**src/msfr_pkg.sv**
```systemverilog
// msfr_pkg: constants, enums and carrier structs for the mpu special-function block
// assumes one 50 MHz clock and a synchronous active-high reset everywhere
`default_nettype none

package msfr_pkg;

    // special-function register addresses
    localparam logic [7:0] ADDR_PORT0_DATA       = 8'h80;
    localparam logic [7:0] ADDR_STACK_POINTER    = 8'h81;
    localparam logic [7:0] ADDR_DATA_PTR_LOW     = 8'h82;
    localparam logic [7:0] ADDR_DATA_PTR_HIGH    = 8'h83;
    localparam logic [7:0] ADDR_MEM_STRETCH      = 8'h8E;
    localparam logic [7:0] ADDR_PORT1_DATA       = 8'h90;
    localparam logic [7:0] ADDR_PORT1_DIRECTION  = 8'h91;
    localparam logic [7:0] ADDR_FLASH_ERASE      = 8'h94;
    localparam logic [7:0] ADDR_EEPROM_DATA      = 8'h9E;
    localparam logic [7:0] ADDR_EEPROM_CONTROL   = 8'h9F;
    localparam logic [7:0] ADDR_PORT2_DATA       = 8'hA0;
    localparam logic [7:0] ADDR_PORT2_DIRECTION  = 8'hA1;
    localparam logic [7:0] ADDR_PORT0_DIRECTION  = 8'hA2;
    localparam logic [7:0] ADDR_FLASH_CONTROL    = 8'hB2;
    localparam logic [7:0] ADDR_FLASH_BANK       = 8'hB6;
    localparam logic [7:0] ADDR_FLASH_PAGE       = 8'hB7;

    // flash control field positions
    localparam int FC_PROGRAM_WRITE_EN = 0;
    localparam int FC_MASS_ERASE_EN    = 1;
    localparam int FC_ENGINE_PROTECT   = 4;
    localparam int FC_BOOT_PROTECT     = 5;
    localparam int FC_SECURE           = 6;
    localparam int FC_PREBOOT          = 7;

    // erase trigger codes written to the erase register
    localparam logic [7:0] ERASE_CODE_MASS = 8'hAA;
    localparam logic [7:0] ERASE_CODE_PAGE = 8'h55;

    // values after reset
    localparam logic [7:0]  RESET_STACK_POINTER = 8'h07;
    localparam logic [15:0] RESET_PROGRAM_CTR   = 16'h0000;
    localparam logic [15:0] RESET_DATA_POINTER  = 16'h0000;
    localparam logic [2:0]  RESET_MEM_STRETCH   = 3'h1;
    localparam logic [7:0]  RESET_PAGE_ADDRESS  = 8'h00;
    localparam logic [7:0]  RESET_PORT_DATA     = 8'h00;
    localparam logic [7:0]  RESET_PORT_DIR      = 8'h00;

    // cycles of address setup before a strobe of an external data move
    localparam logic [2:0] ADDR_SETUP_CYCLES = 3'h1;

    // one-hot states of the external data move sequencer
    typedef enum logic [2:0] {
        MOVE_IDLE   = 3'b001,
        MOVE_ADDR   = 3'b010,
        MOVE_STROBE = 3'b100
    } msfr_move_e;

    // register access from the core, single cycle
    typedef struct packed {
        logic       write;
        logic       read;
        logic [7:0] address;
        logic [7:0] writeData;
    } msfr_sfr_req_s;

    // requests for one external data move
    typedef struct packed {
        logic        start;
        logic        isWrite;
        logic [7:0]  accumulator;
    } msfr_move_req_s;

    // external memory strobes
    typedef struct packed {
        logic [15:0] address;
        logic [7:0]  writeData;
        logic        addrValid;
        logic        readStrobe;
        logic        writeStrobe;
        logic        flashWrite;
        logic        done;
    } msfr_mem_bus_s;

    // flash erase commands to the flash controller
    typedef struct packed {
        logic       massErase;
        logic       pageErase;
        logic [6:0] page;
        logic [2:0] bank;
    } msfr_erase_cmd_s;

endpackage : msfr_pkg

`default_nettype wire

```
**src/msfr_dio_port.sv**
```systemverilog
// msfr_dio_port: one 8-bit bidirectional port with data latch, direction and pin sampling
// assumes pin levels arrive asynchronously; the main block does the address decode
`default_nettype none

module msfr_dio_port (
    // clock and reset
    input  wire logic       clock,
    input  wire logic       reset,
    // register writes from the main block
    input  wire logic       dataWrite,
    input  wire logic       dirWrite,
    input  wire logic [7:0] writeData,
    // pad side
    input  wire logic [7:0] pinIn,
    output logic      [7:0] pinOut,
    output logic      [7:0] pinOe,
    // sampled pin level and latch contents for reads
    output logic      [7:0] pinLevel,
    output logic      [7:0] latch,
    output logic      [7:0] direction
);
    import msfr_pkg::*;

    typedef struct packed {
        logic [7:0] latch;
        logic [7:0] direction;
        logic [7:0] syncFirst;
        logic [7:0] syncSecond;
    } msfr_port_state_s;

    msfr_port_state_s state;
    msfr_port_state_s next_state;

    // latch and direction updates plus two-stage pin synchroniser
    always_comb begin
        next_state            = state;
        next_state.syncFirst  = pinIn;
        next_state.syncSecond = state.syncFirst;
        if (dataWrite) begin
            next_state.latch = writeData;
        end
        if (dirWrite) begin
            next_state.direction = writeData;
        end
    end

    always_ff @(posedge clock) begin
        if (reset) begin
            state.latch      <= RESET_PORT_DATA;
            state.direction  <= RESET_PORT_DIR;
            state.syncFirst  <= 8'h00;
            state.syncSecond <= 8'h00;
        end else begin
            state <= next_state;
        end
    end

    // pins follow the latch wherever the direction bit is set
    assign pinOut    = state.latch;
    assign pinOe     = state.direction;
    // the pin itself is read back even while it drives
    assign pinLevel  = state.syncSecond;
    assign latch     = state.latch;
    assign direction = state.direction;

endmodule // msfr_dio_port

`default_nettype wire

```
**src/msfr_top.sv**
```systemverilog
// msfr_top: special-function registers of the mpu core, ports, stretch and flash control
// assumes the core gives single-cycle register strobes and push, pop and fetch pulses
`default_nettype none

module msfr_top (
    // clock and reset
    input  wire logic                     clock,
    input  wire logic                     reset,
    // register access from the core
    input  wire msfr_pkg::msfr_sfr_req_s  sfrReq,
    output logic      [7:0]               sfrReadData,
    // core sequencing pulses
    input  wire logic                     stackPush,
    input  wire logic                     stackPop,
    input  wire logic                     codeFetch,
    input  wire logic                     pcLoad,
    input  wire logic [15:0]              pcLoadValue,
    output logic      [15:0]              programCounter,
    output logic      [7:0]               stackPointer,
    // external data moves
    input  wire msfr_pkg::msfr_move_req_s moveReq,
    output msfr_pkg::msfr_mem_bus_s       memBus,
    // flash control
    input  wire logic [6:0]               engineCodeLocation,
    input  wire logic [6:0]               bootSize,
    input  wire logic                     prebootActive,
    output msfr_pkg::msfr_erase_cmd_s     eraseCmd,
    output logic                          eraseBlocked,
    output logic                          secureActive,
    // ports
    input  wire logic [7:0]               port0PinIn,
    input  wire logic [7:0]               port1PinIn,
    input  wire logic [7:0]               port2PinIn,
    output logic      [7:0]               port0PinOut,
    output logic      [7:0]               port1PinOut,
    output logic      [7:0]               port2PinOut,
    output logic      [7:0]               port0PinOe,
    output logic      [7:0]               port1PinOe,
    output logic      [7:0]               port2PinOe
);
    import msfr_pkg::*;

    typedef struct packed {
        logic [7:0]      readData;
        logic [7:0]      stackPointer;
        logic [15:0]     programCounter;
        logic [15:0]     dataPointer;
        logic [2:0]      memStretch;
        logic [7:0]      pageAddress;
        logic [2:0]      flashBank;
        logic [7:0]      eepromData;
        logic [7:0]      eepromControl;
        logic            programWriteEn;
        logic            massEraseEn;
        logic            engineProtect;
        logic            bootProtect;
        logic            secure;
        logic            prebootFirst;
        logic            prebootSync;
        msfr_move_e      moveState;
        logic [2:0]      phaseCount;
        logic            moveIsWrite;
        logic [7:0]      moveData;
        msfr_mem_bus_s   memBus;
        msfr_erase_cmd_s eraseCmd;
        logic            eraseBlocked;
    } msfr_state_s;

    msfr_state_s state;
    msfr_state_s next_state;

    logic [7:0] port0Level;
    logic [7:0] port1Level;
    logic [7:0] port2Level;
    logic [7:0] port0Latch;
    logic [7:0] port1Latch;
    logic [7:0] port2Latch;
    logic [7:0] port0Dir;
    logic [7:0] port1Dir;
    logic [7:0] port2Dir;

    logic       wrHit;
    logic [7:0] flashControlRead;
    logic       pageInEngine;
    logic       pageInBoot;

    assign wrHit = sfrReq.write;

    // one instance per port; each decodes nothing itself
    msfr_dio_port port0Unit (
        .clock     (clock),
        .reset     (reset),
        .dataWrite (wrHit && sfrReq.address == ADDR_PORT0_DATA),
        .dirWrite  (wrHit && sfrReq.address == ADDR_PORT0_DIRECTION),
        .writeData (sfrReq.writeData),
        .pinIn     (port0PinIn),
        .pinOut    (port0PinOut),
        .pinOe     (port0PinOe),
        .pinLevel  (port0Level),
        .latch     (port0Latch),
        .direction (port0Dir)
    );

    msfr_dio_port port1Unit (
        .clock     (clock),
        .reset     (reset),
        .dataWrite (wrHit && sfrReq.address == ADDR_PORT1_DATA),
        .dirWrite  (wrHit && sfrReq.address == ADDR_PORT1_DIRECTION),
        .writeData (sfrReq.writeData),
        .pinIn     (port1PinIn),
        .pinOut    (port1PinOut),
        .pinOe     (port1PinOe),
        .pinLevel  (port1Level),
        .latch     (port1Latch),
        .direction (port1Dir)
    );

    msfr_dio_port port2Unit (
        .clock     (clock),
        .reset     (reset),
        .dataWrite (wrHit && sfrReq.address == ADDR_PORT2_DATA),
        .dirWrite  (wrHit && sfrReq.address == ADDR_PORT2_DIRECTION),
        .writeData (sfrReq.writeData),
        .pinIn     (port2PinIn),
        .pinOut    (port2PinOut),
        .pinOe     (port2PinOe),
        .pinLevel  (port2Level),
        .latch     (port2Latch),
        .direction (port2Dir)
    );

    // flash control readback; the mass erase enable is write-only and reads zero
    always_comb begin
        flashControlRead                      = 8'h00;
        flashControlRead[FC_PROGRAM_WRITE_EN] = state.programWriteEn;
        flashControlRead[FC_ENGINE_PROTECT]   = state.engineProtect;
        flashControlRead[FC_BOOT_PROTECT]     = state.bootProtect;
        flashControlRead[FC_SECURE]           = state.secure;
        flashControlRead[FC_PREBOOT]          = state.prebootSync;
    end

    // protected regions, both in 1 KB pages
    assign pageInEngine = state.pageAddress[6:0] >= engineCodeLocation;
    assign pageInBoot   = state.pageAddress[6:0] <  bootSize;

    // register writes, counters, sequencer and erase commands
    always_comb begin
        next_state                    = state;
        next_state.prebootFirst       = prebootActive;
        next_state.prebootSync        = state.prebootFirst;
        next_state.eraseCmd.massErase = 1'b0;
        next_state.eraseCmd.pageErase = 1'b0;
        next_state.eraseBlocked       = 1'b0;
        next_state.memBus.done        = 1'b0;

        // program counter: a load wins over a fetch increment
        if (pcLoad) begin
            next_state.programCounter = pcLoadValue;
        end else if (codeFetch) begin
            next_state.programCounter = state.programCounter + 16'h0001;
        end

        // stack pointer: pre-increment on push, a direct write overrides
        if (stackPush) begin
            next_state.stackPointer = state.stackPointer + 8'h01;
        end else if (stackPop) begin
            next_state.stackPointer = state.stackPointer - 8'h01;
        end

        if (sfrReq.write) begin
            unique case (sfrReq.address)
                ADDR_STACK_POINTER: begin
                    next_state.stackPointer = sfrReq.writeData;
                end
                ADDR_DATA_PTR_LOW: begin
                    next_state.dataPointer[7:0] = sfrReq.writeData;
                end
                ADDR_DATA_PTR_HIGH: begin
                    next_state.dataPointer[15:8] = sfrReq.writeData;
                end
                ADDR_MEM_STRETCH: begin
                    next_state.memStretch = sfrReq.writeData[2:0];
                end
                ADDR_EEPROM_DATA: begin
                    next_state.eepromData = sfrReq.writeData;
                end
                ADDR_EEPROM_CONTROL: begin
                    next_state.eepromControl = sfrReq.writeData;
                end
                ADDR_FLASH_BANK: begin
                    next_state.flashBank = sfrReq.writeData[2:0];
                end
                ADDR_FLASH_PAGE: begin
                    next_state.pageAddress = sfrReq.writeData;
                end
                ADDR_FLASH_CONTROL: begin
                    next_state.programWriteEn = sfrReq.writeData[FC_PROGRAM_WRITE_EN];
                    next_state.massEraseEn    = sfrReq.writeData[FC_MASS_ERASE_EN];
                    next_state.engineProtect  = sfrReq.writeData[FC_ENGINE_PROTECT];
                    next_state.bootProtect    = sfrReq.writeData[FC_BOOT_PROTECT];
                    // zero writes ignored: only reset clears it
                    next_state.secure = state.secure | sfrReq.writeData[FC_SECURE];
                end
                ADDR_FLASH_ERASE: begin
                    // enable is spent by every mass request, so each needs a fresh write
                    if (sfrReq.writeData == ERASE_CODE_MASS) begin
                        next_state.massEraseEn = 1'b0;
                        if (state.massEraseEn) begin
                            next_state.eraseCmd.massErase = 1'b1;
                        end else begin
                            next_state.eraseBlocked = 1'b1;
                        end
                    end else if (sfrReq.writeData == ERASE_CODE_PAGE) begin
                        if ((state.engineProtect && pageInEngine)
                            || (state.bootProtect && pageInBoot)) begin
                            next_state.eraseBlocked = 1'b1;
                        end else begin
                            next_state.eraseCmd.pageErase = 1'b1;
                            next_state.eraseCmd.page = state.pageAddress[6:0];
                        end
                    end
                end
                default: begin
                end
            endcase
        end
        next_state.eraseCmd.bank = state.flashBank;

        // external data move: one address setup cycle, then a strobe of stretch+1
        unique case (state.moveState)
            MOVE_IDLE: begin
                if (moveReq.start) begin
                    next_state.moveState        = MOVE_ADDR;
                    next_state.moveIsWrite      = moveReq.isWrite;
                    next_state.moveData         = moveReq.accumulator;
                    next_state.phaseCount       = ADDR_SETUP_CYCLES;
                    next_state.memBus.address   = state.dataPointer;
                    next_state.memBus.writeData = moveReq.accumulator;
                    next_state.memBus.addrValid = 1'b1;
                end
            end
            MOVE_ADDR: begin
                next_state.phaseCount = state.phaseCount - 3'h1;
                if (state.phaseCount == 3'h1) begin
                    next_state.moveState  = MOVE_STROBE;
                    next_state.phaseCount = state.memStretch;
                    // flash store only when program writes are enabled
                    next_state.memBus.flashWrite  = state.moveIsWrite
                                                    && state.programWriteEn;
                    next_state.memBus.writeStrobe = state.moveIsWrite
                                                    && !state.programWriteEn;
                    next_state.memBus.readStrobe  = !state.moveIsWrite;
                end
            end
            MOVE_STROBE: begin
                next_state.phaseCount = state.phaseCount - 3'h1;
                if (state.phaseCount == 3'h0) begin
                    next_state.moveState          = MOVE_IDLE;
                    next_state.memBus.addrValid   = 1'b0;
                    next_state.memBus.readStrobe  = 1'b0;
                    next_state.memBus.writeStrobe = 1'b0;
                    next_state.memBus.flashWrite  = 1'b0;
                    next_state.memBus.done        = 1'b1;
                end
            end
            default: begin
                next_state.moveState = MOVE_IDLE;
            end
        endcase

        // registered read data; pins are read, not the latches
        next_state.readData = 8'h00;
        if (sfrReq.read) begin
            unique case (sfrReq.address)
                ADDR_PORT0_DATA:      next_state.readData = port0Level;
                ADDR_PORT1_DATA:      next_state.readData = port1Level;
                ADDR_PORT2_DATA:      next_state.readData = port2Level;
                ADDR_PORT0_DIRECTION: next_state.readData = port0Dir;
                ADDR_PORT1_DIRECTION: next_state.readData = port1Dir;
                ADDR_PORT2_DIRECTION: next_state.readData = port2Dir;
                ADDR_STACK_POINTER:   next_state.readData = state.stackPointer;
                ADDR_DATA_PTR_LOW:    next_state.readData = state.dataPointer[7:0];
                ADDR_DATA_PTR_HIGH:   next_state.readData = state.dataPointer[15:8];
                ADDR_MEM_STRETCH:     next_state.readData = {5'h00, state.memStretch};
                ADDR_EEPROM_DATA:     next_state.readData = state.eepromData;
                ADDR_EEPROM_CONTROL:  next_state.readData = state.eepromControl;
                ADDR_FLASH_CONTROL:   next_state.readData = flashControlRead;
                ADDR_FLASH_BANK:      next_state.readData = {5'h00, state.flashBank};
                ADDR_FLASH_PAGE:      next_state.readData = state.pageAddress;
                default:              next_state.readData = 8'h00;
            endcase
        end
    end

    // single register stage; unused latch copies kept for debug visibility only
    always_ff @(posedge clock) begin
        if (reset) begin
            state                <= '0;
            state.stackPointer   <= RESET_STACK_POINTER;
            state.programCounter <= RESET_PROGRAM_CTR;
            state.dataPointer    <= RESET_DATA_POINTER;
            state.memStretch     <= RESET_MEM_STRETCH;
            state.pageAddress    <= RESET_PAGE_ADDRESS;
            state.moveState      <= MOVE_IDLE;
        end else begin
            state <= next_state;
        end
    end

    // outputs straight from the state register
    assign sfrReadData    = state.readData;
    assign programCounter = state.programCounter;
    assign stackPointer   = state.stackPointer;
    assign memBus         = state.memBus;
    assign eraseCmd       = state.eraseCmd;
    assign eraseBlocked   = state.eraseBlocked;
    assign secureActive   = state.secure;

endmodule // msfr_top

`default_nettype wire

```
**config.mk**
```make
export PLATFORM = sky130hd
export DESIGN_NAME = msfr_top
export DESIGN_NICKNAME = d
export VERILOG_FILES = /design/src/msfr_pkg.sv /design/src/msfr_dio_port.sv /design/src/msfr_top.sv
export SDC_FILE = /design/constraint.sdc
export NUM_CORES = 1
export LEC_CHECK = 0
export ABC_AREA = 1
export BUFFER_PORTS_ARGS = -buffer_cell sky130_fd_sc_hd__buf_2
export CAP_MARGIN = 20
export CORE_ASPECT_RATIO = 1.25
export CORE_UTILIZATION = 45
export CTS_BUF_LIST = sky130_fd_sc_hd__clkbuf_16
export DETAILED_ROUTE_END_ITERATION = 7
export PLACE_DENSITY = 0.67
export SLEW_MARGIN = 20
export SYNTH_ARGS = -nofsm -noshare
export SYNTH_HDL_FRONTEND = slang
export SYNTH_SLANG_ARGS = --single-unit
```
**constraint.sdc**
```tcl
create_clock -name clock -period 4.25 [get_ports clock]
set_input_delay 0.2125 -clock clock [delete_from_list [all_inputs] [get_ports clock]]
set_output_delay 0.2125 -clock clock [all_outputs]
set_load 0.005 [all_outputs]
```
# Yosys cells after proc, flatten, opt, wreduce, memory -nomap -nowiden
# Index checks and enable logic that the tools add are counted.
[classes]
add_sub_neg = 4
mul = 0
div = 0
order_cmp = 2
n_eq_ne = 26
shift = 0
muxes = 24
n_bitwise = 8
reduce_logical = 39
[op_table]
columns = ["operator", "count"]
rows = [
  ["== test 8 bit, second input constant", 17],
  ["one-hot mux 8 bit (15 select lines)", 1],
  ["2-to-1 mux 40 bit", 1],
  ["2-to-1 mux 8 bit", 5],
  ["2-to-1 mux 16 bit", 2],
  ["AND reduction 2 bit", 10],
  ["one-hot mux 3 bit (3 select lines)", 2],
  ["adder 16 x 1 -> 16 bit, second input constant", 1],
  ["AND reduction 3 bit", 4],
  ["logical AND 1 bit", 10],
  ["adder 8 x 1 -> 8 bit, second input constant", 1],
  ["== test 8 x 7 -> 1 bit, second input constant", 1],
  ["inequality test 2 bit, second input constant", 4],
  ["nonzero test 2 bit", 4],
  ["subtractor 8 x 1 -> 8 bit, second input constant", 1],
  [">= comparator 7 bit", 1],
  ["less-than comparator 7 bit", 1],
  ["NOT 1 bit", 7],
  ["== test 3 x 1 -> 1 bit, second input constant", 2],
  ["2-to-1 mux 1 bit", 6],
  ["2-to-1 mux 3 bit", 2],
  ["2-to-1 mux 6 bit", 1],
  ["one-hot mux 3 bit (2 select lines)", 1],
  ["2-to-1 mux 5 bit", 1],
  ["other kinds (14)", 17],
]
[word_totals]
reg_bits = 230
latchBits = 0
mem_bits_rw = 0
rom_bits = 0
out_inout_bits = 123
n_memories = 0

# Logic depth before layout (Yosys ltp)
[depth]
word_depth = 6
depth_mapped = 12

# Cells and area by module
# From an unflattened synthesis, not the netlist that was laid out.
[unflattened]
cells_unflattened = 1616
hier_area_um2 = 11392.2
[by_module_without_submodules]
columns = ["module", "n_inst", "cells_each", "area_per_inst_um2"]
rows = [
  ["msfr_top", 1, 1136, 7638.6],
  ["msfr_dio_port", 3, 160, 1251.2],
]

# Worst setup path before layout
# Ideal clock, no wire load.
[synth_timing]
path_type = "register -> register"
from = "register state[89] (netlist name)"
to = "register state, in the netlist eraseCmd[6]"
setup_ps = 64
arrival_ps = 1457
required_time_ps = 4186
path_slack_ps = 2729
path_stages_with_launch = 11
path_buffers = 0
path_cell_list = "dfxtp_1 ha_1 nand2_1 inv_1 a21oi_1 nand3_1 nand2_1 nand3_2 nand2_1 inv_1 nor2_1"
[synth_between]
elab_chain_len = 5
elab_cells_between_ends = 7
[synth_lines]
columns = ["item", "line", "rtl"]
rows = [
  ["start, declared", "msfr_top.sv:69", "msfr_state_s state;"],
  ["start signal, assigned", "msfr_top.sv:306", "state <= next_state;"],
  [">= comparator 7 bit or less-than comparator 7 bit (tied branches)", "msfr_top.sv:143, msfr_top.sv:144", ""],
  ["logical AND 1 bit, on equally long branches", "msfr_top.sv:214, msfr_top.sv:215", ""],
  ["logical OR 1 bit *", "msfr_top.sv:215", "|| (state.bootProtect && pageInBoot)) begin"],
  ["NOT 1 bit (no source line) *", "n/a", ""],
  ["AND reduction 5 bit (no source line) *", "n/a", ""],
]
# Mark *: on every way between the ends. The rest lies on a longest branch, timed or not.
# A chain may end at the register's enable or synchronous reset.

# Worst setup path after layout
[layout_timing]
from = "register state[56] (netlist name)"
to = "register state[50] (netlist name)"
[layout_between]
elab_chain_len = 2
[layout_lines]
columns = ["item", "line", "rtl"]
rows = [
  ["== test 3 x 1 -> 1 bit", "msfr_top.sv:230", "unique case (state.moveState)"],
  ["AND reduction 2 bit (no source line)", "n/a", ""],
]
# Every way passes these cells.

==> metrics.md <==
| Metric | Value |
|---|---|
| Global placement routability congestion | `0.8830` |
| Placed Cells | `1867` |
| Clk pin slew, worst setup/hold paths | `60 ps` |
| Filler cell count | `2267` |
| Post-synth EDFFs | `0` |
| Post-DRT Antenna Nets | `0` |
| Initial core utilization | `46.16%` |
| Crit path max fanout | `35` |
| Primary FF master, synth | `dfxtp_1` |
| WL per Instance | `14.95 um` |
| Worst Path Required | `4650 ps` |
| Die X | `140.0 um` |
| Drt via density | `4.919` |
| Top cell type by total area after synthesis | `dfxtp_1` |
| Reg2reg path depth | `7` |
| Mapped Nets | `1605` |
| CTS tree | `built` |
| Setup TNS | `0 ps` |
| RSZ-0062 raised after global routing | `false` |
| Fin nets | `1759` |
| Int Pwr | `3.544 mW` |
| Relative slew margins | `40.97%` |
| Core box area | `23190 um2` |
| Hold Path Depth | `5` |
| CP Capture Type | `flip-flop` |
| Ports | `212` |
| Switching pwr | `1.165 mW` |
| Post_cts resized | `0` |
| Yosys reg bits | `230` |
| Max Cap Violations | `0` |
| Clock Power Share | `43.0%` |
| Fin crit share | `46.39%` |
| RR Startpoint | `state[56]` |
| Static leakage | `5.885 nW` |
| Area Overhead vs Synth | `17.16%` |
| Fin. max-slew vios | `0` |
| Asr flop ratio synth | `0%` |
| FP Rows | `62` |
| Die H | `174.5 um` |
| CTS max path bufs | `3` |
| Switching part of the total | `24.74%` |
| TritonCTS Buffers | `24` |
| Yosys warnings | `0` |
| Comb power frac | `8.7%` |
| Endpoints failing setup | `0` |
| Sequential fraction of the synthesis area | `43.01%` |
| Max rail drop VDD | `0.0002575 V` |
| Syn Area/Cell | `7.152 um2` |
| Post-synth cell types | `37` |
| F_max | `507.2 MHz` |
| CTS Sinks | `230` |
| Worst Hold Endpoint | `programCounter[1]` |
| Layout cells sized above 1 | `18.03%` |
| Hold_sp | `pcLoadValue[1]` |
| Outcome | `complete, no violations` |
| Pwr/cell area | `375.4 nW/um2` |
| Layout Skew | `17.15 ps` |
| Hold Fails Final Rpt | `0` |
| Initial DRC count | `683` |
| Vias in the first global route | `8921` |
| Worst R2R Setup Slack | `2280 ps` |
| Remaining design rule violation count | `0` |
| Root buf cell | `clkbuf_16` |
| Total wire length | `29270 um` |
| CTS HTree Levels | `1` |
| Min-delay worst type | `input port to flip-flop` |
| WP data arrival | `2370 ps` |
| RR Endpoint | `state[50]` |
| Post-route insts no fill | `1958` |
| Syn Inst Count | `1497` |
| Die area | `24420 um2` |
| Crit start category | `flip-flop` |
| Detailed Routing Iterations Pass 1 | `7` |
| Gr usage total | `23.51%` |
| Total gr overflow | `0` |
| Tmin final | `1972 ps` |
| Largest cells by area after synthesis | `dfxtp_1 43%, nand2_1 10%, nor2_1 6.8%, inv_1 6.5%, a21oi_1 6.4%` |
| DP HPWL | `20380 um` |
| Crit Path Class | `flip-flop to flip-flop` |
| Dpl ws | `2208 ps` |
| Wire length of the first global-routing pass | `45820 um` |
| Worst Slack Setup Final | `2278 ps` |
| Initial antenna violation count | `1` |
| Worst skew pair latency | `520 ps` |
| Reg power frac | `48.3%` |
| Post-Syn Area | `10710 um2` |
| Slew @ Worst Pin | `885.5 ps` |
| Largest net degree at the start of global routing | `90` |
| PortBufs | `211` |
| Yosys top cell area share | `43.01%` |
| Via count | `9632` |
## worst max path at each step
stage	from	endpoint	slack, ps	cells after the start
2_1_floorplan	state[89]	eraseCmd[6]	2730	10
3_3_place_gp	reset	state[51]	2270	5
3_5_place_dp	reset	state[51]	2210	5
4_1_cts	state[56]	state[50]	2250	7
5_1_grt	state[55]	state[50]	2020	7
6_report	state[56]	state[50]	2280	7
## routing by layer
layer | GRT usage (%) | vias to the layer above | wire [um] | part of all wire (%)
li1 | - | 4969 | - | -
met1 | 27.38 | 4303 | 12000 | 41
met2 | 42.58 | 301 | 14500 | 50
met3 | 4.573 | 59 | 1857 | 6.3
met4 | 8.196 | 0 | 918 | 3.1
met5 | 0 | - | 0 | 0
## through the flow
stage | util, % | power, mW | cell area [um2] | hold WS (ps)
global placement | 48.81 | 2.692 | 11320 | 393.2
finish | 54.08 | 4.709 | 12540 | 14.63
floorplan | - | 2.593 | 10710 | 319.5
CTS | 54.07 | 4.753 | 12540 | 0.1374
detailed placement | 48.81 | 2.698 | 11320 | 394.0
global route | 54.08 | 4.896 | 12540 | 45.21
## cells by family (layout without fill, tap and decap cells)
family | after synthesis | after routing | synth area share (%)
AO/OA/AOI/OAI | 260 | 260 | 12.52
buffers and inverters | 327 | 499 | 14.58
adder cells (fa/ha/maj) | 19 | 19 | 2.220
flip-flops | 230 | 230 | 43.01
other | 0 | 1 | 0
AND/OR/NAND/NOR | 649 | 649 | 26.69
XOR/XNOR | 12 | 12 | 0.9816
## flip-flops by register name, summed over array words and instances, names as in the netlist, 12 cells and up
name and flops:
eraseCmd 12, programCounter 16, state 51, memBus 29
## repair_timing
item,in CTS,in global routing
buffers inserted,0,0
hold buffers,46,0
endpoints found under the hold margin,46,0
## layout make-up
cell class	count	area (um2)	share of cell area [%]
sequential	230	4604	36.71
clock buffer	24	600.6	4.788
tap	288	360.3	2.873
clock inverter	20	157.7	1.257
inverter	194	728.2	5.805
antenna	1	2.502	0.01995
timing repair buffer	261	1549	12.35
multi-input combinational	940	4541	36.20
## critical path, cell delays in order, from the launching register on
cell      delay, ps
dfxtp_1         310
inv_1            60
nand3_1         130
nor2_2          110
buf_4           300
clkinv_1        530
o21ai_0         340
a21oi_1          70
## synth_stat cells (8+ instances only)
| master | count |
|---|---|
| nand2_1 | 289 |
| dfxtp_1 | 230 |
| nor2_1 | 195 |
| inv_1 | 184 |
| a21oi_1 | 137 |
| nand3_1 | 96 |
| o21ai_0 | 90 |
| buf_4 | 79 |
| clkbuf_1 | 36 |
| ha_1 | 19 |
| nand4_1 | 16 |
| nor2_4 | 13 |
| o21ai_1 | 13 |
| inv_2 | 9 |
| nand2_2 | 9 |
| buf_1 | 8 |
| nor3_1 | 8 |
| xor2_1 | 8 |
## placed cells by master, fill, tap and decap left out, types with 2 or more instances in the layout
cell type | synthesis | final
nand2_4 | 3 | 3
inv_1 | 184 | 186
dlygate4sd3_1 | 0 | 46
nand2_2 | 9 | 9
xor2_1 | 8 | 8
clkinv_2 | 0 | 6
nand3_1 | 96 | 96
o22ai_1 | 4 | 4
nor2_1 | 195 | 195
nand3_4 | 2 | 2
buf_2 | 6 | 210
dfxtp_1 | 230 | 230
inv_2 | 9 | 10
buf_4 | 79 | 5
o21ai_0 | 90 | 90
nor3_1 | 8 | 8
a21oi_1 | 137 | 137
clkinv_1 | 1 | 7
ha_1 | 19 | 19
nand2_1 | 289 | 289
clkbuf_16 | 0 | 24
nor3b_1 | 2 | 2
o21ai_1 | 13 | 13
xnor2_1 | 4 | 4
nand3_2 | 5 | 5
bufinv_16 | 0 | 2
nand4_1 | 16 | 16
nor2_2 | 7 | 7
nor2_4 | 13 | 13
o211ai_1 | 2 | 2
a31oi_1 | 5 | 5
a22oi_1 | 7 | 7
## power by group through the flow
stage | Sequential [mW] | Clock, mW | Combinational (mW)
after global placement | 2.32 | 0 | 0.371
after detailed placement | 2.32 | 0 | 0.378
after global routing | 2.28 | 2.15 | 0.461
final | 2.27 | 2.02 | 0.411
after floorplan | 2.30 | 0 | 0.289
after CTS | 2.27 | 2.07 | 0.412
Note: power is estimated with default switching activity, not from simulation.
